<file path="config.mk">
export PLATFORM = sky130hd
export DESIGN_NAME = peak_power_tracker_duty_tracker
export DESIGN_NICKNAME = d
export VERILOG_FILES = /design/src/tracker_pkg.sv /design/src/dead_time_pwm.sv /design/src/peak_power_tracker_duty_tracker.sv
export VERILOG_INCLUDE_DIRS = /design/src
export SDC_FILE = /design/constraint.sdc
export NUM_CORES = 1
export LEC_CHECK = 0
export BUFFER_PORTS_ARGS = -buffer_cell sky130_fd_sc_hd__buf_2
export CAP_MARGIN = 20
export CORE_ASPECT_RATIO = 0.7
export CORE_MARGIN = 3
export CORE_UTILIZATION = 56
export DETAILED_ROUTE_END_ITERATION = 8
export PLACE_DENSITY = 0.84
export SYNTH_ARGS = -nofsm -noshare
export SYNTH_HDL_FRONTEND = slang
export SYNTH_HIERARCHICAL = 1
export SYNTH_SLANG_ARGS = --single-unit
export TNS_END_PERCENT = 30
</file>
<file path="constraint.sdc">
create_clock -name clk -period 10.45 [get_ports clk]
set_clock_uncertainty 0.1 [all_clocks]
set_input_delay 0 -clock clk [delete_from_list [all_inputs] [get_ports clk]]
set_output_delay 0 -clock clk [all_outputs]
set_load 0.02 [all_outputs]
</file>
<file path="src/tracker_cfg.svh">
`ifndef TRACKER_CFG_SVH
`define TRACKER_CFG_SVH

`define CLK_NS      25
`define UPDATE_US   2000
`define UPDATE_CYC  ((`UPDATE_US * 1000) / `CLK_NS)
`define DEAD_NS     100
`define DEAD_CYC    ((`DEAD_NS + `CLK_NS - 1) / `CLK_NS)
`define START_DUTY  8'h10
`define DUTY_MIN    8'h04
`define DUTY_MAX    8'hE6
`define SHORT_LIMIT 8'hF0
`define VMIN_CODE   8'h20
`define OPEN_MV     550
`define ADC_FULL_MV 1024
`define OPEN_CODE   (8'((`OPEN_MV * 256) / `ADC_FULL_MV))
`define STEP_SHIFT  4
`define STEP_MAX    4
`define TOL_PERMIL  25

`endif

</file>
<file path="src/tracker_pkg.sv">
package tracker_pkg;

    typedef enum logic [1:0] {
        ST_START  = 2'b00,
        ST_WAIT   = 2'b01,
        ST_SAMPLE = 2'b10,
        ST_DECIDE = 2'b11
    } track_state_t;

    typedef struct packed {
        logic [7:0] voltage;
        logic [7:0] current;
    } sense_t;

    typedef logic [7:0] duty_t;

endpackage

</file>
<file path="src/dead_time_pwm.sv">
`timescale 1ns/1ps
`include "tracker_cfg.svh"
module dead_time_pwm (
    input  wire logic               clk,
    input  wire logic               rst_b,
    input  wire tracker_pkg::duty_t duty,
    input  wire logic               enable,
    output logic                    pwmHigh,
    output logic                    pwmLow
);

    logic [7:0] cnt;
    logic [7:0] next_cnt;
    logic       lastRaw;
    logic       next_lastRaw;
    logic [2:0] deadCnt;
    logic [2:0] next_deadCnt;
    logic       next_pwmHigh;
    logic       next_pwmLow;
    logic       raw;

    assign raw = cnt < duty;

    always_comb begin
        next_cnt     = cnt + 8'h01;
        next_lastRaw = raw;
        next_deadCnt = deadCnt;
        next_pwmHigh = 1'b0;
        next_pwmLow  = 1'b0;
        // Disabling also rearms the gap, so re-enable cannot shoot through
        if (!enable || raw != lastRaw) begin
            next_deadCnt = 3'(`DEAD_CYC);
        end else if (deadCnt != 3'h0) begin
            next_deadCnt = deadCnt - 3'h1;
        end else begin
            next_pwmLow  = raw;
            next_pwmHigh = ~raw;
        end
    end

    always_ff @(posedge clk) begin
        if (!rst_b) begin
            cnt     <= 8'h00;
            lastRaw <= 1'b0;
            deadCnt <= 3'(`DEAD_CYC);
            pwmHigh <= 1'b0;
            pwmLow  <= 1'b0;
        end else begin
            cnt     <= next_cnt;
            lastRaw <= next_lastRaw;
            deadCnt <= next_deadCnt;
            pwmHigh <= next_pwmHigh;
            pwmLow  <= next_pwmLow;
        end
    end
endmodule

</file>
<file path="src/peak_power_tracker_duty_tracker.sv">
`timescale 1ns/1ps
`include "tracker_cfg.svh"
module peak_power_tracker_duty_tracker #(
    parameter int UPDATE_CYCLES = `UPDATE_CYC
) (
    input  wire logic               clk,
    input  wire logic               rst_b,
    input  wire logic [7:0]         cellVoltage,
    input  wire logic [7:0]         cellCurrent,
    output logic                    pwmHigh,
    output logic                    pwmLow,
    output logic                    powerDown,
    output logic                    regionB,
    output logic                    atPeak,
    output tracker_pkg::duty_t      duty
);

    // Input synchroniser; ADC codes must be quasi-static between samples
    tracker_pkg::sense_t       senseMeta;
    tracker_pkg::sense_t       next_senseMeta;
    tracker_pkg::sense_t       senseSync;
    tracker_pkg::sense_t       next_senseSync;

    // Update tick
    logic [23:0]               tickCnt;
    logic [23:0]               next_tickCnt;
    logic                      tick;
    logic                      next_tick;

    // Tracking state
    tracker_pkg::track_state_t state;
    tracker_pkg::track_state_t next_state;
    tracker_pkg::sense_t       curSense;
    tracker_pkg::sense_t       next_curSense;
    tracker_pkg::sense_t       prevSense;
    tracker_pkg::sense_t       next_prevSense;
    logic [15:0]               curPower;
    logic [15:0]               next_curPower;
    logic [15:0]               prevPower;
    logic [15:0]               next_prevPower;
    tracker_pkg::duty_t        next_duty;
    logic                      next_regionB;
    logic                      next_atPeak;
    logic                      next_powerDown;

    // Decision terms
    logic [15:0]               samplePower;
    logic                      powerUp;
    logic                      powerSame;
    logic                      voltageDown;
    logic                      regionNow;
    logic                      nearShort;
    logic                      goUp;
    logic [15:0]               powerDelta;
    logic                      inBand;
    logic [7:0]                currentDelta;
    logic [7:0]                coarse;
    logic [7:0]                step;
    logic [8:0]                raised;
    tracker_pkg::duty_t        dutyUp;
    tracker_pkg::duty_t        dutyDown;

    always_comb begin
        next_senseMeta = {cellVoltage, cellCurrent};
        next_senseSync = senseMeta;
    end

    always_ff @(posedge clk) begin
        if (!rst_b) begin
            senseMeta <= 16'h0000;
            senseSync <= 16'h0000;
        end else begin
            senseMeta <= next_senseMeta;
            senseSync <= next_senseSync;
        end
    end

    // Slow tick; far below the 256-cycle PWM period rate
    always_comb begin
        next_tickCnt = tickCnt + 24'h000001;
        next_tick    = 1'b0;
        if (tickCnt >= 24'(UPDATE_CYCLES - 1)) begin
            next_tickCnt = 24'h000000;
            next_tick    = 1'b1;
        end
    end

    always_ff @(posedge clk) begin
        if (!rst_b) begin
            tickCnt <= 24'h000000;
            tick    <= 1'b0;
        end else begin
            tickCnt <= next_tickCnt;
            tick    <= next_tick;
        end
    end

    assign samplePower = senseSync.voltage * senseSync.current;

    always_comb begin
        powerUp     = curPower > prevPower;
        powerSame   = curPower == prevPower;
        voltageDown = curSense.voltage < prevSense.voltage;
        // Flat power: no new evidence, so keep probing the same way
        regionNow   = powerSame ? regionB
                                : ~(powerUp ^ voltageDown);
        nearShort   = curSense.current >= `SHORT_LIMIT;
        goUp        = regionNow && !nearShort;
        powerDelta  = powerUp ? curPower - prevPower
                              : prevPower - curPower;
        inBand      = (32'(powerDelta) * 32'd1000)
                      <= (32'(curPower) * 32'(`TOL_PERMIL));
        currentDelta = (curSense.current > prevSense.current)
                       ? curSense.current - prevSense.current
                       : prevSense.current - curSense.current;
        coarse = currentDelta >> `STEP_SHIFT;
        if (inBand) begin
            step = 8'h01;
        end else if (coarse >= 8'(`STEP_MAX - 1)) begin
            step = 8'(`STEP_MAX);
        end else begin
            step = coarse + 8'h01;
        end
        raised = {1'b0, duty} + {1'b0, step};
        dutyUp = (raised > {1'b0, `DUTY_MAX}) ? `DUTY_MAX : raised[7:0];
        if ({1'b0, duty} < ({1'b0, `DUTY_MIN} + {1'b0, step})) begin
            dutyDown = `DUTY_MIN;
        end else begin
            dutyDown = duty - step;
        end
    end

    always_comb begin
        next_state     = state;
        next_curSense  = curSense;
        next_prevSense = prevSense;
        next_curPower  = curPower;
        next_prevPower = prevPower;
        next_duty      = duty;
        next_regionB   = regionB;
        next_atPeak    = atPeak;
        next_powerDown = senseSync.voltage < `VMIN_CODE;
        case (state)
            tracker_pkg::ST_START: begin
                next_duty    = `START_DUTY;
                next_regionB = 1'b1;
                next_atPeak  = 1'b0;
                // Only begin once the cell sits near its open-load voltage
                if (tick && senseSync.voltage >= `OPEN_CODE) begin
                    next_prevSense = senseSync;
                    next_prevPower = samplePower;
                    next_state     = tracker_pkg::ST_WAIT;
                end
            end
            tracker_pkg::ST_WAIT: begin
                if (tick) begin
                    next_state = tracker_pkg::ST_SAMPLE;
                end
            end
            tracker_pkg::ST_SAMPLE: begin
                next_curSense = senseSync;
                next_curPower = samplePower;
                next_state    = tracker_pkg::ST_DECIDE;
            end
            tracker_pkg::ST_DECIDE: begin
                next_regionB   = regionNow;
                next_atPeak    = inBand;
                next_duty      = goUp ? dutyUp : dutyDown;
                next_prevSense = curSense;
                next_prevPower = curPower;
                next_state     = tracker_pkg::ST_WAIT;
            end
            default: begin
                next_state = tracker_pkg::ST_START;
            end
        endcase
        // Light lost: stop switching and restart from the open point
        if (powerDown) begin
            next_state = tracker_pkg::ST_START;
        end
    end

    always_ff @(posedge clk) begin
        if (!rst_b) begin
            state     <= tracker_pkg::ST_START;
            curSense  <= 16'h0000;
            prevSense <= 16'h0000;
            curPower  <= 16'h0000;
            prevPower <= 16'h0000;
            duty      <= `START_DUTY;
            regionB   <= 1'b1;
            atPeak    <= 1'b0;
            powerDown <= 1'b1;
        end else begin
            state     <= next_state;
            curSense  <= next_curSense;
            prevSense <= next_prevSense;
            curPower  <= next_curPower;
            prevPower <= next_prevPower;
            duty      <= next_duty;
            regionB   <= next_regionB;
            atPeak    <= next_atPeak;
            powerDown <= next_powerDown;
        end
    end

    dead_time_pwm u_pwm (
        .clk     (clk),
        .rst_b   (rst_b),
        .duty    (duty),
        .enable  (!powerDown),
        .pwmHigh (pwmHigh),
        .pwmLow  (pwmLow)
    );
endmodule

</file>
# Word level (Yosys, flattened, before mapping)

Cells that the tools add are included.

$add $sub $neg: 11
Multipliers: 3
Order comparisons: 12
Equality and inequality tests: 7
Muxes and demuxes: 19
Bitwise operators: 4
Reduce and logical (&&, ||, !) cells: 13

Operators by type and width:

| kind                                                                                  | number |
|---|---|
| 16-bit one-hot mux with 2 select lines                                                | 2 |
| 16-bit two-way mux                                                                    | 3 |
| 8-bit two-way mux                                                                     | 4 |
| 16-bit subtractor                                                                     | 2 |
| 26-bit by 21-bit <= comparator with 1-bit output                                      | 1 |
| 24-bit by 1-bit adder with 24-bit output, second input constant                       | 1 |
| 24-bit by 17-bit greater-or-equal comparator with 1-bit output, second input constant | 1 |
| 8-bit subtractor                                                                      | 3 |
| 16-bit by 7-bit multiplier with 23-bit output, second input constant                  | 1 |
| 16-bit by 5-bit multiplier with 21-bit output, second input constant                  | 1 |
| 16-bit equality test                                                                  | 1 |
| 8-bit greater-or-equal comparator, second input constant                              | 2 |
| 16-bit > comparator                                                                   | 1 |
| 8-bit < comparator                                                                    | 2 |
| 8-bit by 8-bit multiplier with 16-bit output                                          | 1 |
| 8-bit one-hot mux with 2 select lines                                                 | 1 |
| 5-bit two-way mux                                                                     | 2 |
| 3-bit by 8-bit adder with 9-bit output, first input constant                          | 1 |
| 8-bit by 8-bit adder with 9-bit output                                                | 1 |
| 9-bit by 8-bit > comparator with 1-bit output, second input constant                  | 1 |
| 8-bit by 9-bit < comparator with 1-bit output                                         | 1 |
| 8-bit by 1-bit adder with 8-bit output, second input constant                         | 1 |
| 8-bit > comparator                                                                    | 1 |
| 8-bit by 6-bit < comparator with 1-bit output, second input constant                  | 1 |
| other kinds (22)                                                                      | 33 |

Register bits: 148
Logic and storage cells: 91

# Depth between registers and ports, before layout

Depth in word-level cells: 10
Mapped depth: 47
Mapped depth without buffers: 47

# Modules after synthesis

Netlist, hierarchy kept.

By module, submodules not included:

| module                          | times used | cells an instance | area an instance (um2) |
|---|---|---|---|
| peak_power_tracker_duty_tracker | 1          | 1738              | 14860.5 |
| dead_time_pwm                   | 1          | 86                | 800.8 |

# Least setup slack after synthesis

Ideal clock, no wire load.

Path kind: register -> register
From: reg curPower[11]
To: reg duty[2]
Library setup time: 122 ps
Arrival time: 9714 ps
Data required time: 10228 ps
Setup slack: 514 ps
Cell stages (with the launch flop): 42
Buffers on the path: 3
Cell sequence: dfxtp_1 > inv_1 > ha_1 > buf_2 > nand4_4 > nor3_1 > nand3_1 > a21oi_4 > buf_4 > buf_2 > a311oi_1 > a21oi_1 > xor2_1 > ha_1 > inv_1 > fa_1 > fa_1 > fa_1 > [6 not listed] > xor2_1 > ha_1 > a21o_1 > a21oi_1 > o21ai_0 > a211oi_1 > o21bai_1 > a31o_2 > o211a_1 > fa_1 > nor2b_1 > o31ai_1 > nor2_1 > o2111ai_1 > o311ai_1 > a21oi_1 > a22oi_1 > a221o_1

Longest elaborated chain between the ends: 10

Ends and longest elaborated chain:

| item                                                                                                           | RTL line                                                                       | source |
|---|---|---|
| from (decl)                                                                                                    | peak_power_tracker_duty_tracker.sv:37                                          | `logic [15:0] curPower;` |
| from (signal assigned)                                                                                         | peak_power_tracker_duty_tracker.sv:198                                         | `curPower <= next_curPower;` |
| 16-bit subtractor, or another cell as far along                                                                | peak_power_tracker_duty_tracker.sv:110                                         | `: prevPower - curPower;` |
| 16-bit two-way mux                                                                                             | peak_power_tracker_duty_tracker.sv:109                                         | `powerDelta = powerUp ? curPower - prevPower` |
| 16-bit by 7-bit multiplier with 23-bit output                                                                  | peak_power_tracker_duty_tracker.sv:111                                         | `inBand = (32'(powerDelta) * 32'd1000)` |
| 26-bit by 21-bit <= comparator with 1-bit output                                                               | peak_power_tracker_duty_tracker.sv:111                                         |  |
| 5-bit two-way mux                                                                                              | peak_power_tracker_duty_tracker.sv:117                                         | `if (inBand) begin` |
| 3-bit by 8-bit adder with 9-bit output or 8-bit by 8-bit adder with 9-bit output (tied branches)               | peak_power_tracker_duty_tracker.sv:126, peak_power_tracker_duty_tracker.sv:124 |  |
| 8-bit by 9-bit < comparator with 1-bit output or 9-bit by 8-bit > comparator with 1-bit output (tied branches) | peak_power_tracker_duty_tracker.sv:126, peak_power_tracker_duty_tracker.sv:125 |  |
| 8-bit two-way mux, on equally long branches                                                                    | peak_power_tracker_duty_tracker.sv:126, peak_power_tracker_duty_tracker.sv:125 |  |
| 8-bit two-way mux (*)                                                                                          | peak_power_tracker_duty_tracker.sv:168                                         | `next_duty = goUp ? dutyUp : dutyDown;` |
| 8-bit one-hot mux with 2 select lines (*)                                                                      | peak_power_tracker_duty_tracker.sv:143                                         | `case (state)` |
| to (signal assigned)                                                                                           | peak_power_tracker_duty_tracker.sv:190                                         | `` duty <= `START_DUTY; `` |
| to (signal assigned)                                                                                           | peak_power_tracker_duty_tracker.sv:200                                         | `duty <= next_duty;` |
| to (decl)                                                                                                      | peak_power_tracker_duty_tracker.sv:15                                          | `output tracker_pkg::duty_t duty` |

Every way passes the cells marked *; elsewhere a longest branch is shown, timed or not.
A chain may end at the register's enable or synchronous reset.

# Worst setup path in the final report

From: reg curPower[9]
To: reg duty[4]

Same word-level chain as after synthesis.

==> impl_metrics.csv <==
group,metric,value,unit
outcome,status,"finished clean",
drt,antenna_left,0,
critical_path,crit_type,"flop to flop",
synthesis,synth_area_per_cell,8.586,sq um
grt,grtUsageTotal,25.49,%
drt,wl_met2,17070,microns
placement,place.detailed.hpwl,29630,microns
drt,via_count,13120,
power,p_per_area,195.7,nW/um^2
timing,min_period_over_period,96.26,%
floorplanning,io_pins,31,
cells_and_area,syn_to_final_growth,12.50,%
floorplanning,die_x,205.9,microns
synthesis,syn_inst,1824,
synthesis,ys_seq_elements,148,
drt,first_pass_iters,5,
floorplanning,row_count,50,
critical_path,cpMaxStageDelayCell,"fa_1",
clock_network,cts_root_buf,"clkbuf_16",
synthesis,seq_area_frac_synth,18.92,%
grt,grt-ovfl-total,0,
critical_path,critPathMaxStageDelay,0.54,ns
drt,routed_wl,38880,microns
drt,viasPerCell,5.774,
placement,dp_cells,2209,
critical_path,crit_buf_inv,7,
cells_and_area,final_nets,2253,
synthesis,synth_top_cells_by_area,"ha_1 19%, dfxtp_1 19%, fa_1 13%",
timing,whs,0.2269,ns
cells_and_area,fillers,2094,
floorplanning,die_area,30040,sq um
critical_path,critPathLaunchType,"flop",
floorplanning,core-area,27150,sq um
cells_and_area,postLayoutCoreUtil,64.89,%
synthesis,synth_top_area_cell,"ha_1",
clock_network,clk_pin_slew_worst_paths,0.07,ns
synthesis,synthArstFlopShare,0,%
cells_and_area,drive_gt1_share,11.22,%
synthesis,yosysTopAreaCellShare,19.25,%
worst_hold_path,worst_hold_path_type,"input port to flop",
timing,final_hold_viol_count,0,
synthesis,yosysUniqueCellTypes,86,
timing,fin_crit,10.06,ns
placement,gp_congestion,0.9715,
synthesis,syn_area,15660,sq um
critical_path,worstPathMaxFanout,8,
synthesis,synth_edf_count,0,
clock_network,cts.sinks,148,
critical_path,critPathLaunch,"curPower[9]",
drt,dr.max_layer_used,"met5",
drt,wl_met3,3150,microns
clock_network,htreeDepth,4,
cells_and_area,multiInputGateArea,11790,sq um
power,cellLeakagePower,8.119,nW
timing,tightestPinTransition,1.106,ns
clock_network,cts_tree,"done",
timing,drv_slew,0,
synthesis,yosysWarnings,6,
timing,setup_violations,0,
cells_and_area,final_cell_mix,"269 x inv_1, 229 x ha_1, 145 x dfxtp_1",
clock_network,clock_latency,0.42,ns
worst_hold_path,hp-start,"cellCurrent[4]",
critical_path,cp-end-kind,"flop",
timing,max_freq,99.41,MHz
power,vdd_drop_max,225.1,uV
drt,drc_errors,0,
critical_path,r2r_setup_slack,0.39,ns
drt,wl_met1,18230,microns
power,power.total,3.448,mW
grt,grt_pass1_vias,12570,
drt,drtIter0Drc,1060,
critical_path,rr_startpoint,"curPower[9]",
clock_network,cts_buffers,17,
cells_and_area,layout_commonest_cell,"inv_1",
critical_path,required,10.65,ns
floorplanning,die_y,145.9,microns
cells_and_area,final_cells,2272,
cells_and_area,seqCellArea,2967,sq um
grt,grt_max_degree,64,
clock_network,clockBufferDepth,2,
drt,wire_per_inst,17.11,microns
placement,port_buffers,30,
grt,antenna_found_initial,2,
floorplanning,initial_utilization,57.68,%
critical_path,arrival,10.26,ns
timing,maxSlewHeadroom,26.28,%
timing,setup_tns,0,ns
flow_run,max_cap_violations,0,
synthesis,ys.flop_type,"dfxtp_1",
grt,grt_pass1_wl,62980,microns
critical_path,crit_family,"compound AO/OA/AOI/OAI gates",
==> synthesized netlist by cell type, drive strengths merged (4+ instances only) <==
cell type / n
fa: 100
mux2i: 72
a211oi: 37
buf: 20
o21a: 16
nand2: 119
a221oi: 6
inv: 272
o21ai: 67
a211o: 6
o21bai: 6
and2: 82
xnor2: 60
or2: 5
nor2: 133
nand4: 16
a22oi: 4
and3: 9
a31o: 6
or3: 6
xor2: 39
nand3: 34
nand2b: 18
a21oi: 83
dfxtp: 148
a41oi: 4
a21o: 25
a21boi: 4
o211ai: 13
clkbuf: 43
o41ai: 6
mux2: 7
nor3: 28
ha: 241
nand3b: 4
nor2b: 17
o2111ai: 4
o31ai: 8
nor4: 6
a31oi: 7
==> final cells by class <==
| class | count | area share, % |
|---|---|---|
| antenna | 1 | 0.01420 |
| clock buffer | 19 | 2.571 |
| clock inverter | 13 | 0.8451 |
| inverter | 273 | 5.816 |
| multi-input combinational | 1351 | 66.94 |
| sequential | 148 | 16.84 |
| tap | 364 | 2.585 |
| timing repair buffer | 103 | 4.396 |
==> kinds of logic after synthesis <==
group / Yosys count / share of synthesized area, %
adder cells (fa/ha/maj): 341 / 32.04
buffers and inverters: 336 / 8.157
AO/OA/AOI/OAI: 331 / 14.30
flip-flops: 148 / 18.92
other: 2 / 0.04795
XOR/XNOR: 99 / 5.920
AND/OR/NAND/NOR: 488 / 15.41
multiplexers: 79 / 5.209
==> layer usage <==
metal  track usage [%]  vias to the layer above
met5                 0                        -
li1                  -                     6260
met1             37.67                     6289
met4             4.578                        2
met3             6.126                       59
met2             38.29                      508
==> timing repair <==
item	4_1_cts	5_1_grt
setup endpoints to repair	3	8
setup buffers	0	12
hold endpoints to repair	17	0
hold buffers	17	0
pin swaps	0	11
gates resized for setup	2	75
gates cloned	0	1
==> worst min-delay path, cell delays in order <==
cell	delay (ns)
dlygate4sd3_1	0.52
buf_2	0.09
and2_1	0.10
==> flip-flops by register name, summed over array words and instances (netlist names), 2 cells and up <==
name and flops:
curPower 16, curSense 16, duty 8, next_senseSync 16
prevPower 16, prevSense 16, senseSync 16, state 2
tickCnt 24, u_pwm/cnt 8, u_pwm/deadCnt 3
==> final timing paths <==
path / to / depth (start not counted)
worst min-delay path: next_senseSync[4] / 3
worst min register to register: senseSync[8] / 1
worst max register to register: duty[4] / 41
worst max-delay path: duty[4] / 41
==> report_power, final <==
part	internal, mW	leakage (nW)	switching (mW)
clock	0.367	0.286	0.257
sequential	0.576	1.21	0.0148
combinational	0.909	6.63	1.32
total	1.85	8.12	1.60
==> metrics by stage <==
stage	instance area (sq um)	worst slack, ns
after global routing	17620	-0.1505
after detailed placement	16380	-0.03282
after floorplan	15700	0.5141
after CTS	17170	0.005834
after global placement	16380	0.2955
final	17620	0.3909
(Power assumes the default switching activity.)
